File: src/flm_pkg.sv
package flm_pkg;

   // ===========================================
   // Clock and line timing
   localparam longint unsigned CLK_HZ = 250_000_000;
   localparam longint unsigned BIT_RATE_BPS = 1200;
   localparam longint unsigned MARK_HZ = 1200;
   localparam longint unsigned SPACE_HZ = 2200;
   localparam int unsigned BIT_CYCLES = int'(CLK_HZ / BIT_RATE_BPS);
   localparam int unsigned MARK_HALF_CYCLES = int'(CLK_HZ / (2 * MARK_HZ));
   localparam int unsigned SPACE_HALF_CYCLES = int'(CLK_HZ / (2 * SPACE_HZ));
   localparam int unsigned DECIDE_CYCLES = (MARK_HALF_CYCLES + SPACE_HALF_CYCLES) / 2;
   localparam int unsigned CNT_W = 20;

   // ===========================================
   // Tone generator
   localparam int unsigned PHASE_W = 32;
   localparam int unsigned DAC_W = 10;
   localparam logic [PHASE_W-1:0] MARK_INC = PHASE_W'((MARK_HZ << PHASE_W) / CLK_HZ);
   localparam logic [PHASE_W-1:0] SPACE_INC = PHASE_W'((SPACE_HZ << PHASE_W) / CLK_HZ);
   localparam logic [DAC_W-1:0] DAC_MID = 10'h200;

   // ===========================================
   // Receive converter and carrier detect
   localparam int unsigned ADC_W = 12;
   localparam longint unsigned ADC_FS_MV = 1230;
   localparam longint unsigned CD_HI_MV = 120;
   localparam longint unsigned CD_LO_MV = 80;
   localparam logic [ADC_W-1:0] ADC_MID = 12'h800;
   localparam logic [ADC_W-1:0] CD_HI_RST = ADC_W'((CD_HI_MV << ADC_W) / ADC_FS_MV);
   localparam logic [ADC_W-1:0] CD_LO_RST = ADC_W'((CD_LO_MV << ADC_W) / ADC_FS_MV);

   // ===========================================
   // Internal reset pulse
   localparam int unsigned RESET_PULSE_US = 10;
   localparam int unsigned RESET_PULSE_CYCLES = int'(RESET_PULSE_US * (CLK_HZ / 1_000_000));
   localparam int unsigned RST_CNT_W = 12;

   // ===========================================
   // Register map (byte addresses)
   localparam int unsigned ADDR_W = 8;
   localparam logic [ADDR_W-1:0] ADDR_CTRL = 8'h00;
   localparam logic [ADDR_W-1:0] ADDR_STATUS = 8'h04;
   localparam logic [ADDR_W-1:0] ADDR_IRQ_STATUS = 8'h08;
   localparam logic [ADDR_W-1:0] ADDR_IRQ_MASK = 8'h0c;
   localparam logic [ADDR_W-1:0] ADDR_CD_HI = 8'h10;
   localparam logic [ADDR_W-1:0] ADDR_CD_LO = 8'h14;
   localparam int unsigned CTRL_SW_RESET_BIT = 0;
   localparam int unsigned IRQ_W = 3;
   localparam int unsigned IRQ_CD_RISE_BIT = 0;
   localparam int unsigned IRQ_CD_FALL_BIT = 1;
   localparam int unsigned IRQ_MODE_BIT = 2;
   localparam logic [IRQ_W-1:0] IRQ_MASK_RST = 3'h0;
   localparam logic [1:0] RESP_OKAY = 2'h0;
   localparam logic [1:0] RESP_SLVERR = 2'h2;

endpackage

File: src/flm_tone_nco.sv
module flm_tone_nco #(
   parameter int unsigned PHASE_W = 32,
   parameter logic [PHASE_W-1:0] MARK_INC = 32'h1,
   parameter logic [PHASE_W-1:0] SPACE_INC = 32'h2
) (
   input wire logic core_clk,
   input wire logic rstn,
   input wire logic enable,
   input wire logic selMark,
   output logic [flm_pkg::DAC_W-1:0] dacWord
);

   logic [PHASE_W-1:0] phase;
   logic [PHASE_W-1:0] phaseStep;
   logic [1:0] quadrant;
   logic [3:0] index;
   logic [3:0] tableIndex;
   logic [8:0] amplitude;
   logic [flm_pkg::DAC_W-1:0] next_dacWord;

   // ===========================================
   // Quarter-wave sine table
   function automatic logic [8:0] quarterSine(input logic [3:0] i);
      case (i)
         4'h0: quarterSine = 9'd25;
         4'h1: quarterSine = 9'd75;
         4'h2: quarterSine = 9'd124;
         4'h3: quarterSine = 9'd172;
         4'h4: quarterSine = 9'd218;
         4'h5: quarterSine = 9'd263;
         4'h6: quarterSine = 9'd304;
         4'h7: quarterSine = 9'd343;
         4'h8: quarterSine = 9'd379;
         4'h9: quarterSine = 9'd410;
         4'ha: quarterSine = 9'd438;
         4'hb: quarterSine = 9'd462;
         4'hc: quarterSine = 9'd481;
         4'hd: quarterSine = 9'd496;
         4'he: quarterSine = 9'd505;
         default: quarterSine = 9'd510;
      endcase
   endfunction

   assign phaseStep = selMark ? MARK_INC : SPACE_INC;
   assign quadrant = phase[PHASE_W-1 -: 2];
   assign index = phase[PHASE_W-3 -: 4];
   assign tableIndex = quadrant[0] ? ~index : index;
   assign amplitude = quarterSine(tableIndex);
   assign next_dacWord = quadrant[1] ? (flm_pkg::DAC_MID - {1'b0, amplitude})
                                     : (flm_pkg::DAC_MID + {1'b0, amplitude});

   // ===========================================
   // Phase accumulator
   // Phase kept across switches
   always_ff @(posedge core_clk) begin
      if (!rstn || !enable) begin
         phase <= '0;
         dacWord <= flm_pkg::DAC_MID;
      end else begin
         phase <= phase + phaseStep;
         dacWord <= next_dacWord;
      end
   end

endmodule

File: src/flm_modem_core.sv
module flm_modem_core #(
   parameter int unsigned BIT_CYCLES = flm_pkg::BIT_CYCLES,
   parameter int unsigned DECIDE_CYCLES = flm_pkg::DECIDE_CYCLES
) (
   input wire logic core_clk,
   input wire logic rstn,
   input wire logic [flm_pkg::ADDR_W-1:0] s_axi_awaddr,
   input wire logic s_axi_awvalid,
   output logic s_axi_awready,
   input wire logic [31:0] s_axi_wdata,
   input wire logic [3:0] s_axi_wstrb,
   input wire logic s_axi_wvalid,
   output logic s_axi_wready,
   output logic [1:0] s_axi_bresp,
   output logic s_axi_bvalid,
   input wire logic s_axi_bready,
   input wire logic [flm_pkg::ADDR_W-1:0] s_axi_araddr,
   input wire logic s_axi_arvalid,
   output logic s_axi_arready,
   output logic [31:0] s_axi_rdata,
   output logic [1:0] s_axi_rresp,
   output logic s_axi_rvalid,
   input wire logic s_axi_rready,
   input wire logic modulateN,
   input wire logic txData,
   output logic rxData,
   output logic carrierDetectOut,
   input wire logic externalClockSelect,
   output logic oscAmpEnable,
   input wire logic [flm_pkg::ADC_W-1:0] toneInput,
   input wire logic toneInputValid,
   output logic [flm_pkg::DAC_W-1:0] toneOutput,
   output logic toneOutputEnable,
   input wire logic resetPinIn,
   output logic resetPinOut,
   output logic resetPinOe,
   output logic irq
);

   localparam int unsigned SYNC_W = 4;
   localparam int unsigned ADC_W = flm_pkg::ADC_W;
   localparam int unsigned CNT_W = flm_pkg::CNT_W;
   localparam logic [CNT_W-1:0] BIT_LAST = CNT_W'(BIT_CYCLES - 1);
   localparam logic [CNT_W-1:0] HALF_SAT = CNT_W'(BIT_CYCLES);
   localparam logic [CNT_W-1:0] DECIDE = CNT_W'(DECIDE_CYCLES);

   // ===========================================
   // Pin synchronisers
   logic [SYNC_W-1:0] syncFirst;
   logic [SYNC_W-1:0] syncSecond;
   logic modulateNSync;
   logic txDataSync;
   logic clockSelectSync;
   logic resetPinSync;

   always_ff @(posedge core_clk) begin
      // Idle levels for request and data, so no false mode edge follows reset
      if (!rstn) begin
         syncFirst <= 4'h3;
         syncSecond <= 4'h3;
      end else begin
         syncFirst <= {resetPinIn, externalClockSelect, txData, modulateN};
         syncSecond <= syncFirst;
      end
   end

   assign modulateNSync = syncSecond[0];
   assign txDataSync = syncSecond[1];
   assign clockSelectSync = syncSecond[2];
   assign resetPinSync = syncSecond[3];

   // ===========================================
   // Registers and mode
   logic [flm_pkg::RST_CNT_W-1:0] rstCount;
   logic [flm_pkg::IRQ_W-1:0] irqStatus;
   logic [flm_pkg::IRQ_W-1:0] irqMask;
   logic [ADC_W-1:0] cdHigh;
   logic [ADC_W-1:0] cdLow;
   logic modemLive;
   logic rxRun;
   logic txRun;

   assign modemLive = resetPinSync && (rstCount == '0);
   assign rxRun = modemLive && modulateNSync;
   assign txRun = modemLive && !modulateNSync;

   // ===========================================
   // AXI4-Lite write channel
   logic [flm_pkg::ADDR_W-1:0] awAddr;
   logic [31:0] wData;
   logic [3:0] wStrb;
   logic wrFire;
   logic wrMapped;
   logic wrCtrl;
   logic wrIrqStatus;
   logic wrIrqMask;
   logic wrCdHigh;
   logic wrCdLow;
   logic [ADC_W-1:0] next_cdHigh;
   logic [ADC_W-1:0] next_cdLow;

   // Both channels held before the write lands, so order does not matter
   assign wrFire = !s_axi_awready && !s_axi_wready && !s_axi_bvalid;
   assign wrCtrl = awAddr == flm_pkg::ADDR_CTRL;
   assign wrIrqStatus = awAddr == flm_pkg::ADDR_IRQ_STATUS;
   assign wrIrqMask = awAddr == flm_pkg::ADDR_IRQ_MASK;
   assign wrCdHigh = awAddr == flm_pkg::ADDR_CD_HI;
   assign wrCdLow = awAddr == flm_pkg::ADDR_CD_LO;
   assign wrMapped = wrCtrl || wrIrqStatus || wrIrqMask || wrCdHigh || wrCdLow
                     || awAddr == flm_pkg::ADDR_STATUS;
   assign next_cdHigh = {wStrb[1] ? wData[11:8] : cdHigh[11:8],
                         wStrb[0] ? wData[7:0] : cdHigh[7:0]};
   assign next_cdLow = {wStrb[1] ? wData[11:8] : cdLow[11:8],
                        wStrb[0] ? wData[7:0] : cdLow[7:0]};

   always_ff @(posedge core_clk) begin
      if (!rstn) begin
         s_axi_awready <= 1'b1;
         s_axi_wready <= 1'b1;
         s_axi_bvalid <= 1'b0;
         s_axi_bresp <= flm_pkg::RESP_OKAY;
         awAddr <= '0;
         wData <= '0;
         wStrb <= '0;
      end else begin
         if (s_axi_awvalid && s_axi_awready) begin
            awAddr <= s_axi_awaddr;
            s_axi_awready <= 1'b0;
         end
         if (s_axi_wvalid && s_axi_wready) begin
            wData <= s_axi_wdata;
            wStrb <= s_axi_wstrb;
            s_axi_wready <= 1'b0;
         end
         if (wrFire) begin
            s_axi_bvalid <= 1'b1;
            s_axi_bresp <= wrMapped ? flm_pkg::RESP_OKAY : flm_pkg::RESP_SLVERR;
         end
         if (s_axi_bvalid && s_axi_bready) begin
            s_axi_bvalid <= 1'b0;
            s_axi_awready <= 1'b1;
            s_axi_wready <= 1'b1;
         end
      end
   end

   always_ff @(posedge core_clk) begin
      if (!rstn) begin
         irqMask <= flm_pkg::IRQ_MASK_RST;
         cdHigh <= flm_pkg::CD_HI_RST;
         cdLow <= flm_pkg::CD_LO_RST;
      end else if (wrFire) begin
         if (wrIrqMask && wStrb[0]) begin
            irqMask <= wData[flm_pkg::IRQ_W-1:0];
         end
         if (wrCdHigh) begin
            cdHigh <= next_cdHigh;
         end
         if (wrCdLow) begin
            cdLow <= next_cdLow;
         end
      end
   end

   // ===========================================
   // Internal reset drives the pin
   logic swReset;

   assign swReset = wrFire && wrCtrl && wStrb[0] && wData[flm_pkg::CTRL_SW_RESET_BIT];

   always_ff @(posedge core_clk) begin
      if (!rstn) begin
         rstCount <= flm_pkg::RST_CNT_W'(flm_pkg::RESET_PULSE_CYCLES);
         resetPinOut <= 1'b0;
         resetPinOe <= 1'b1;
      end else begin
         if (swReset) begin
            rstCount <= flm_pkg::RST_CNT_W'(flm_pkg::RESET_PULSE_CYCLES);
         end else if (rstCount != '0) begin
            rstCount <= rstCount - 1'b1;
         end
         resetPinOut <= 1'b0;
         resetPinOe <= swReset || (rstCount > flm_pkg::RST_CNT_W'(1));
      end
   end

   // ===========================================
   // Modulator
   // Tone follows data level
   flm_tone_nco #(
      .PHASE_W(flm_pkg::PHASE_W),
      .MARK_INC(flm_pkg::MARK_INC),
      .SPACE_INC(flm_pkg::SPACE_INC)
   ) u_nco (
      .core_clk(core_clk),
      .rstn(rstn),
      .enable(txRun),
      .selMark(txDataSync),
      .dacWord(toneOutput)
   );

   always_ff @(posedge core_clk) begin
      if (!rstn) begin
         oscAmpEnable <= 1'b1;
         toneOutputEnable <= 1'b0;
      end else begin
         oscAmpEnable <= !clockSelectSync;
         toneOutputEnable <= txRun;
      end
   end

   // ===========================================
   // Demodulator: half-period timing of midscale crossings
   logic lastAbove;
   logic sampleAbove;
   logic crossing;
   logic [CNT_W-1:0] halfCount;
   logic [CNT_W-1:0] winCount;
   logic winEnd;
   logic rxBit;
   logic [ADC_W-1:0] peakMax;
   logic [ADC_W-1:0] peakMin;
   logic [ADC_W-1:0] peakSpan;
   logic carrierDetect;

   assign sampleAbove = toneInput >= flm_pkg::ADC_MID;
   assign crossing = toneInputValid && (sampleAbove != lastAbove);
   // Window is one bit of clocks
   assign winEnd = winCount == BIT_LAST;
   assign peakSpan = peakMax - peakMin;

   always_ff @(posedge core_clk) begin
      if (!rstn || !rxRun) begin
         lastAbove <= 1'b0;
         halfCount <= '0;
         rxBit <= 1'b1;
      end else begin
         if (toneInputValid) begin
            lastAbove <= sampleAbove;
         end
         // One decision per midscale crossing, so one per tone half period
         if (crossing) begin
            halfCount <= '0;
            rxBit <= halfCount >= DECIDE;
         end else if (halfCount != HALF_SAT) begin
            halfCount <= halfCount + 1'b1;
         end
      end
   end

   always_ff @(posedge core_clk) begin
      if (!rstn || !rxRun || winEnd) begin
         winCount <= '0;
         peakMax <= flm_pkg::ADC_MID;
         peakMin <= flm_pkg::ADC_MID;
      end else begin
         winCount <= winCount + 1'b1;
         if (toneInputValid && toneInput > peakMax) begin
            peakMax <= toneInput;
         end
         if (toneInputValid && toneInput < peakMin) begin
            peakMin <= toneInput;
         end
      end
   end

   always_ff @(posedge core_clk) begin
      if (!rstn || !rxRun) begin
         carrierDetect <= 1'b0;
      end else if (winEnd) begin
         if (peakSpan > cdHigh) begin
            carrierDetect <= 1'b1;
         end else if (peakSpan < cdLow) begin
            carrierDetect <= 1'b0;
         end
      end
   end

   always_ff @(posedge core_clk) begin
      if (!rstn) begin
         rxData <= 1'b1;
         carrierDetectOut <= 1'b0;
      end else begin
         rxData <= (rxRun && carrierDetect) ? rxBit : 1'b1;
         carrierDetectOut <= carrierDetect;
      end
   end

   // ===========================================
   // Interrupts
   logic cdPrev;
   logic modePrev;
   logic [flm_pkg::IRQ_W-1:0] irqEvents;
   logic [flm_pkg::IRQ_W-1:0] irqClear;

   assign irqEvents[flm_pkg::IRQ_CD_RISE_BIT] = carrierDetect && !cdPrev;
   assign irqEvents[flm_pkg::IRQ_CD_FALL_BIT] = !carrierDetect && cdPrev;
   assign irqEvents[flm_pkg::IRQ_MODE_BIT] = modulateNSync != modePrev;
   assign irqClear = (wrFire && wrIrqStatus && wStrb[0]) ? wData[flm_pkg::IRQ_W-1:0] : '0;

   // Set beats clear so no event is lost
   always_ff @(posedge core_clk) begin
      if (!rstn) begin
         cdPrev <= 1'b0;
         modePrev <= 1'b1;
         irqStatus <= '0;
         irq <= 1'b0;
      end else begin
         cdPrev <= carrierDetect;
         modePrev <= modulateNSync;
         irqStatus <= (irqStatus & ~irqClear) | irqEvents;
         irq <= |(irqStatus & irqMask);
      end
   end

   // ===========================================
   // AXI4-Lite read channel
   logic [31:0] statusWord;
   logic [31:0] readWord;
   logic readMapped;

   assign statusWord = {27'h0, oscAmpEnable, resetPinSync, rxData, !modulateNSync,
                        carrierDetect};
   assign readMapped = s_axi_araddr == flm_pkg::ADDR_CTRL
                       || s_axi_araddr == flm_pkg::ADDR_STATUS
                       || s_axi_araddr == flm_pkg::ADDR_IRQ_STATUS
                       || s_axi_araddr == flm_pkg::ADDR_IRQ_MASK
                       || s_axi_araddr == flm_pkg::ADDR_CD_HI
                       || s_axi_araddr == flm_pkg::ADDR_CD_LO;
   assign readWord = (s_axi_araddr == flm_pkg::ADDR_STATUS) ? statusWord
                   : (s_axi_araddr == flm_pkg::ADDR_IRQ_STATUS) ? {29'h0, irqStatus}
                   : (s_axi_araddr == flm_pkg::ADDR_IRQ_MASK) ? {29'h0, irqMask}
                   : (s_axi_araddr == flm_pkg::ADDR_CD_HI) ? {20'h0, cdHigh}
                   : (s_axi_araddr == flm_pkg::ADDR_CD_LO) ? {20'h0, cdLow}
                   : 32'h0;

   always_ff @(posedge core_clk) begin
      if (!rstn) begin
         s_axi_arready <= 1'b1;
         s_axi_rvalid <= 1'b0;
         s_axi_rdata <= 32'h0;
         s_axi_rresp <= flm_pkg::RESP_OKAY;
      end else if (s_axi_arvalid && s_axi_arready) begin
         s_axi_arready <= 1'b0;
         s_axi_rvalid <= 1'b1;
         s_axi_rdata <= readWord;
         s_axi_rresp <= readMapped ? flm_pkg::RESP_OKAY : flm_pkg::RESP_SLVERR;
      end else if (s_axi_rvalid && s_axi_rready) begin
         s_axi_rvalid <= 1'b0;
         s_axi_arready <= 1'b1;
      end
   end

endmodule

File: config.mk
export PLATFORM = sky130hd
export DESIGN_NAME = flm_modem_core
export DESIGN_NICKNAME = d
export VERILOG_FILES = /design/src/flm_pkg.sv /design/src/flm_tone_nco.sv /design/src/flm_modem_core.sv
export SDC_FILE = /design/constraint.sdc
export NUM_CORES = 1
export LEC_CHECK = 0
export ABC_AREA = 1
export BUFFER_PORTS_ARGS = -buffer_cell sky130_fd_sc_hd__buf_2
export CORE_UTILIZATION = 50
export CTS_CLUSTER_DIAMETER = 30
export DETAILED_ROUTE_END_ITERATION = 7
export MAX_ROUTING_LAYER = met4
export PLACE_DENSITY_LB_ADDON = 0.08
export SETUP_SLACK_MARGIN = 0.05
export SLEW_MARGIN = 25
export SYNTH_ARGS = -nofsm -noshare
export SYNTH_HDL_FRONTEND = slang
export SYNTH_SLANG_ARGS = --single-unit
File: constraint.sdc
create_clock -name core_clk -period 2.36 [get_ports core_clk]
set_input_delay 0.236 -clock core_clk [delete_from_list [all_inputs] [get_ports core_clk]]
set_output_delay 0.236 -clock core_clk [all_outputs]
set_load 0.1 [all_outputs]
==> impl_metrics.tcl, run 1 <==
set metrics [dict create \
    drc 0 \
    synth-seq-area-share 0.3699 \
    grt_pass1_vias 9707 \
    fp.coreArea_um2 21890 \
    clock_latency_ns 0.56 \
    synth-edff-count 0 \
    endpoint_kind "register" \
    wl_um 26880 \
    portBuffers 88 \
    cp_data_arrival_time_ns 2.94 \
    syn_inst 1564 \
    track_usage 0.2466 \
    path_delay_family "simple AND/OR/NAND/NOR gates" \
    fin_area_um2 14760 \
    antenna_found_initial 1 \
    clk_path_buf_depth 3 \
    seqPwrFrac 0.297 \
    antenna_left 0 \
    grt_max_degree 56 \
    reg2reg_depth 16 \
    dr.pass1.iters 5 \
    cp_max_fo 4 \
    synth_cell_type_count 55 \
    setup_ws_ns -0.1561 \
    fillers 1898 \
    cts_made_buffers 51 \
    internal-power_w 0.009458 \
    placedCellCount 1951 \
    slew_violations 0 \
    nNetsFinal 1922 \
    slew-limit-headroom 0.4712 \
    ir_drop_uv 651.8 \
    die-area_um2 23010 \
    dp_hpwl_um 19130 \
    final_cells 2090 \
    initialDrtViolationCount 561 \
    combPwrFrac 0.061 \
    min-delay-start "s_axi_wdata[0]" \
    r2r_setup_slack_ns -0.16 \
    finalHoldViolCount 0 \
    crit_path_top_delay_cell "dfxtp_1" \
    htreeDepth 2 \
    cts_tree "yes" \
    pin_count 134 \
    hp-class "in2reg" \
    switching_share 0.2290 \
    p_sw_w 0.002808 \
    overflow 0 \
    powerDensity_nw_per_um2 830.8 \
    synth_area_leaders "dfxtp_1 37%, nand2_1 10%, ha_1 8.6%" \
    start_util 0.5117 \
    grt_pass1_wl_um 44930 \
    die_w_um 151.7 \
    p_clk_frac 0.643 \
    path_cells "inv_2 > ha_4 > nand2_2 > nor3_2 > a21oi_2 > o21ai_2 > nand3_2 > nand3_2 > nand2_2 > ha_4 > nand4_1 > nor3_2 > buf_4 > a31oi_1 > nand2_1 > a21oi_2" \
    finClkSkew_ns 0.02407 \
    syn_to_final_growth_pct 31.80 \
    synth_top_area_cell "dfxtp_1" \
    period_share 1.066 \
    num_rows 54 \
    fmax_mhz 397.4 \
    async_reset_ff_frac 0 \
    synth.avg_cell_area_um2 7.162 \
    fin_crit_ns 2.516 \
    max_stage_delay_ns 0.31 \
    violations "setup timing" \
    synth_area_um2 11200 \
    whs_path_depth 3 \
    drv_cap 0 \
    gp_congestion 0.8843 \
    min_to "wData[0]" \
    cp.required_ns 2.79 \
    place_area_um2 12250 \
    die_h_um 151.7 \
    clock_sinks 207 \
    wl_per_cell_um 12.86 \
    cts.clk_slew.worst_paths_ns 0.05 \
    vias_per_cell 5.004 \
    tightest_slew_ns 0.7932 \
    yosysMostFrequentCell "nand2_1" \
    drive_gt1_frac 0.1885 \
    reg2reg_from "peakMin[3]" \
    cp_num_buf_inv 2 \
    ys_top_cells_by_count "304 x nand2_1, 213 x inv_1, 207 x dfxtp_1" \
    setup_violations 1 \
    rsz0062_at_grt "true" \
    outcome "complete, but fails checks" \
    synth-seq-cells 207 \
    synth_top_area_frac 0.3699 \
    p_leak_nw 6.608 \
    cts-root-buf "clkbuf_16" \
    worst_setup_path_start_kind "register" \
    final_core_util 0.6744 \
    via_count 10460 \
    ys_warn_count 0 \
    r2r_end "carrierDetect" \
    critical_path_class "reg2reg" \
    synth_ff_type "dfxtp_1" \
]
metal layers:
| metal | global-route usage | vias to the layer above | wire (um) |
|---|---|---|---|
| li1 | - | 5528 | - |
| met1 | 0.3151 | 4717 | 13110 |
| met2 | 0.3966 | 176 | 12280 |
| met3 | 0.04371 | 38 | 994 |
| met4 | 0.07228 | 0 | 495 |
| met5 | - | - | 0 |
repair_timing:
item                                    CTS  global route
cloned                                    0             0
pin swaps                                 5            10
resized for setup                         5            30
endpoints found under the hold margin    42             0
endpoints found under the setup margin    1            14
hold buffers                             40             0
setup buffers                             0             4
stage by stage:
| stage | hold slack, ns | setup TNS [ns] | worst slack, ns | total power (W) |
|---|---|---|---|---|
| after global routing | 0.01687 | -0.3213 | -0.3213 | 0.01264 |
| after CTS | 0.01122 | -0.08887 | -0.08887 | 0.01237 |
| after floorplan | 0.3336 | 0 | 0.02724 | 0.004256 |
| after global placement | 0.3686 | -0.1089 | -0.1089 | 0.004376 |
| after detailed placement | 0.3589 | -0.1479 | -0.1479 | 0.004388 |
| final | 0.02407 | -0.1561 | -0.1561 | 0.01227 |
worst reg2reg max path, delay by kind of cell (launching register included):
family	cells	cell delay, ns
buffers and inverters	2	0.18
AND/OR/NAND/NOR	8	0.93
adder cells (fa/ha/maj)	2	0.57
AO/OA/AOI/OAI	4	0.42
flip-flops	1	0.31
logic make-up (layout without fill, tap and decap cells):
logic type                 after synthesis  after routing  share of synthesized area
AOI/OAI and AO/OA                      313            313                     0.1639
DFF                                    207            207                     0.3699
buffers and inverters                  275            498                     0.1023
and+or+nand+nor                        665            665                     0.2562
other                                    1             24                  0.0003348
adders and majority gates               78             78                    0.08779
xor gates and xnor gates                25             25                    0.01955
cell usage in the layout, fill, tap and decap left out, types with 7 or more instances in the layout:
| master | instances |
|---|---|
| dlygate4sd3_1 | 40 |
| nor2_2 | 7 |
| o211ai_1 | 12 |
| bufinv_16 | 15 |
| nand3_1 | 76 |
| nor2_1 | 173 |
| clkinv_2 | 10 |
| o22ai_1 | 12 |
| inv_2 | 13 |
| o21ai_0 | 90 |
| nor3_2 | 8 |
| a21oi_2 | 13 |
| ha_1 | 70 |
| nor3_1 | 40 |
| buf_4 | 56 |
| xor2_1 | 11 |
| a211oi_2 | 14 |
| nand2_1 | 298 |
| conb_1 | 23 |
| xnor2_1 | 11 |
| inv_1 | 206 |
| o21a_1 | 17 |
| dfxtp_1 | 201 |
| clkbuf_16 | 51 |
| or2_2 | 7 |
| nand4_1 | 21 |
| nand2_2 | 11 |
| a21oi_1 | 130 |
| buf_2 | 88 |
power groups by stage:
stage          sequential (W)  clock [W]  combinational [W]
6_report              0.00364    0.00788           0.000746
5_1_grt               0.00364    0.00818           0.000814
4_1_cts               0.00364    0.00799           0.000741
3_5_place_dp          0.00370          0           0.000686
3_3_place_gp          0.00370          0           0.000676
2_1_floorplan         0.00380          0           0.000457
final cells by class:
cell class                      count  area, um^2  share of cell area
Antenna cell                        1       2.502           0.0001695
Clock buffer                       56        1325             0.08975
Clock inverter                     38       635.6             0.04305
Inverter                          220       825.8             0.05593
Multi-Input combinational cell   1104        6210              0.4206
Sequential cell                   207        4154              0.2814
Tap cell                          280       350.3             0.02373
Timing Repair Buffer              184        1261             0.08542
flip-flops by register name, summed over array words and instances (netlist names), 2 cells and up:
register	cells
irqMask	3
peakMax	12
awAddr	8
u_nco.phase	32
peakMin	12
wData	12
rstCount	12
s_axi_rdata	12
syncFirst	4
halfCount	20
u_nco.dacWord	10
syncSecond	4
wStrb	2
winCount	20
irqStatus	3
cdLow	12
cdHigh	12
worst max-delay path by stage:
stage / startpoint / end / slack (ns) / cells past startpoint
2_1_floorplan: peakMax[0] / carrierDetect / 0.03 / 15
3_3_place_gp: peakMin[3] / carrierDetect / -0.11 / 16
3_5_place_dp: peakMax[2] / carrierDetect / -0.15 / 16
4_1_cts: peakMin[4] / carrierDetect / -0.09 / 16
5_1_grt: peakMin[3] / carrierDetect / -0.32 / 16
6_report: peakMin[3] / carrierDetect / -0.16 / 16
(Power assumes the default switching activity.)
==> run 2, diff against run 1 <==
Settings changed: CELL_PAD_IN_SITES_DETAIL_PLACEMENT from default to 1, CELL_PAD_IN_SITES_GLOBAL_PLACEMENT from default to 1, CORE_UTILIZATION 50 to 38, SETUP_SLACK_MARGIN 0.05 to 0.02.
==> run 2 against run 1 <==
Effect of this change: the run still ends with setup timing left; utilization shrank 16 points; register-to-register slack gained 0.08 ns; sequential cell count is the same; routed wire length grew 20%; count of clock-buffer cells in the layout grew 4; non-clock buffer count grew 14; critical path type unchanged; highest routed layer unchanged.
==> impl_metrics.tcl, run 2 (synthesis gave the netlist of run 1 again) <==
set metrics [dict create \
    outcome "complete, but fails checks" \
    violations "setup timing" \
    die_h_um 173.7 \
    antenna_found_initial 0 \
    biggestRegsByFlops "u_nco.phase x32, halfCount x20, winCount x20" \
    drv_cap 0 \
    dr.pass1.iters 4 \
    portBuffers 88 \
    reg2reg_from "peakMin[4]" \
    fin_crit_ns 2.439 \
    clock_latency_ns 0.56 \
    cp.required_ns 2.85 \
    endpoint_kind "register" \
    drive_gt1_frac 0.1942 \
    place_area_um2 12460 \
    fin_area_um2 14990 \
    grt_pass1_vias 11510 \
    rsz0062_at_grt "true" \
    r2r_end "carrierDetect" \
    r2r_setup_slack_ns -0.08 \
    grt_pass1_wl_um 54120 \
    num_rows 62 \
    setup_ws_ns -0.07871 \
    critical_path_class "reg2reg" \
    setup_violations 1 \
    wl_um 32130 \
    dp_hpwl_um 23420 \
    min_to "peakMax[11]" \
    drc 0 \
    slew-limit-headroom 0.4236 \
    via_count 10900 \
    reg2reg_depth 16 \
    powerDensity_nw_per_um2 798.4 \
    clk_path_buf_depth 3 \
    slew_violations 0 \
    hp-class "in2reg" \
    ir_drop_uv 580.0 \
    largest_register_ffs 32 \
    finClkSkew_ns 0.03595 \
    top_register "u_nco.phase" \
    die_w_um 173.7 \
    p_leak_nw 6.649 \
    vias_per_cell 4.937 \
    min-delay-start "toneInput[11]" \
    overflow 0 \
    cts_tree "yes" \
    gp_congestion 0.7938 \
    start_util 0.3882 \
    die-area_um2 30170 \
    htreeDepth 2 \
    period_share 1.033 \
    antennaDiodeCount 0 \
    fin_tns_setup_ns -0.07871 \
    fp.coreArea_um2 28860 \
    final_cells 2207 \
    nNetsFinal 1936 \
    final_cell_mix "296 x nand2_1, 208 x inv_1, 201 x dfxtp_1" \
    cts_made_buffers 51 \
    placedCellCount 2066 \
    final_core_util 0.5193 \
    tightest_slew_ns 0.8647 \
    worst_setup_path_start_kind "register" \
    cts.clk_slew.worst_paths_ns 0.04 \
    grt_max_degree 59 \
    track_usage 0.2210 \
    pin_count 134 \
    wl_per_cell_um 14.56 \
    whs_path_depth 3 \
    cp_data_arrival_time_ns 2.92 \
    initialDrtViolationCount 406 \
    fmax_mhz 410.1 \
    cp_max_fo 4 \
    finalHoldViolCount 0 \
    syn_to_final_growth_pct 33.79 \
    clock_sinks 207 \
    layout_commonest_cell "nand2_1" \
    post-place-ws_ns -0.2061 \
    antenna_left 0 \
    cts-root-buf "clkbuf_16" \
]
run 2: cell types whose count changed in the layout (fill, tap and decap cells not counted), sizes merged:
cell / previous run / this run
clkbuf: 56 / 60
buf: 144 / 156
inv: 220 / 219
clkinvlp: 6 / 7
dlygate4sd3: 40 / 42
bufinv: 15 / 11
diode: 1 / 0
run 2: what timing repair did:
action / in CTS / in global routing
resized for setup: 21 / 22
pin swaps: 22 / 4
endpoints found under the hold margin: 45 / 0
setup buffers: 2 / 3
endpoints found under the setup margin: 3 / 27
hold buffers: 42 / 0
cloned: 0 / 0
run 2: critical path, cell delays in order (launching register included):
cell and delay (ns):
dfxtp_2 0.32, inv_2 0.05, ha_4 0.28, nand2_2 0.06, nor3_2 0.17, a21oi_2 0.09, o21ai_2 0.18, nand2_1 0.12
nand3_1 0.11, nand2_2 0.08, ha_4 0.27, nand4_1 0.12, nor3_2 0.16, nand2_1 0.07, o211ai_1 0.08, nand2_1 0.07
a21oi_1 0.15
run 2: final cells by class:
type,instances,area [um^2]
clock buffers,60,1360
clock inverters,34,521.8
fillers,3607,13870
inverters,220,825.8
multi-input cells,1104,6261
flip-flops and latches,207,4154
well taps,384,480.5
repair buffers,198,1384
run 2: how the worst max path moves through the flow:
stage	startpoint	endpoint	slack [ns]
3_5_place_dp	peakMax[2]	carrierDetect	-0.21
4_1_cts	peakMin[3]	carrierDetect	-0.11
5_1_grt	peakMin[3]	carrierDetect	-0.27
2_1_floorplan	peakMin[0]	carrierDetect	0.03
3_3_place_gp	peakMax[2]	carrierDetect	-0.10
6_report	peakMin[4]	carrierDetect	-0.08
run 2: per-layer routing:
| metal | share of wire | global-route usage | wire (um) | vias to the layer above |
|---|---|---|---|---|
| li1 | - | - | - | 5541 |
| met1 | 0.45 | 0.2579 | 14370 | 5144 |
| met2 | 0.50 | 0.3926 | 15990 | 146 |
| met3 | 0.032 | 0.03026 | 1034 | 64 |
| met4 | 0.023 | 0.06542 | 732 | 0 |
| met5 | 0 | - | 0 | - |
run 2: power by group:
| part | switching [W] | total [W] | leakage, nW | internal, W |
|---|---|---|---|---|
| sequential | 0.0000574 | 0.00364 | 1.68 | 0.00358 |
| clock | 0.00225 | 0.00757 | 0.905 | 0.00531 |
| combinational | 0.000556 | 0.000759 | 4.06 | 0.000203 |
run 2: stage by stage:
stage	power (W)	hold WS, ns
5_1_grt	0.01236	0.1080
3_5_place_dp	0.004402	0.3694
6_report	0.01196	0.09214
3_3_place_gp	0.004386	0.3573
2_1_floorplan	0.004256	0.3336
4_1_cts	0.01211	0.07525
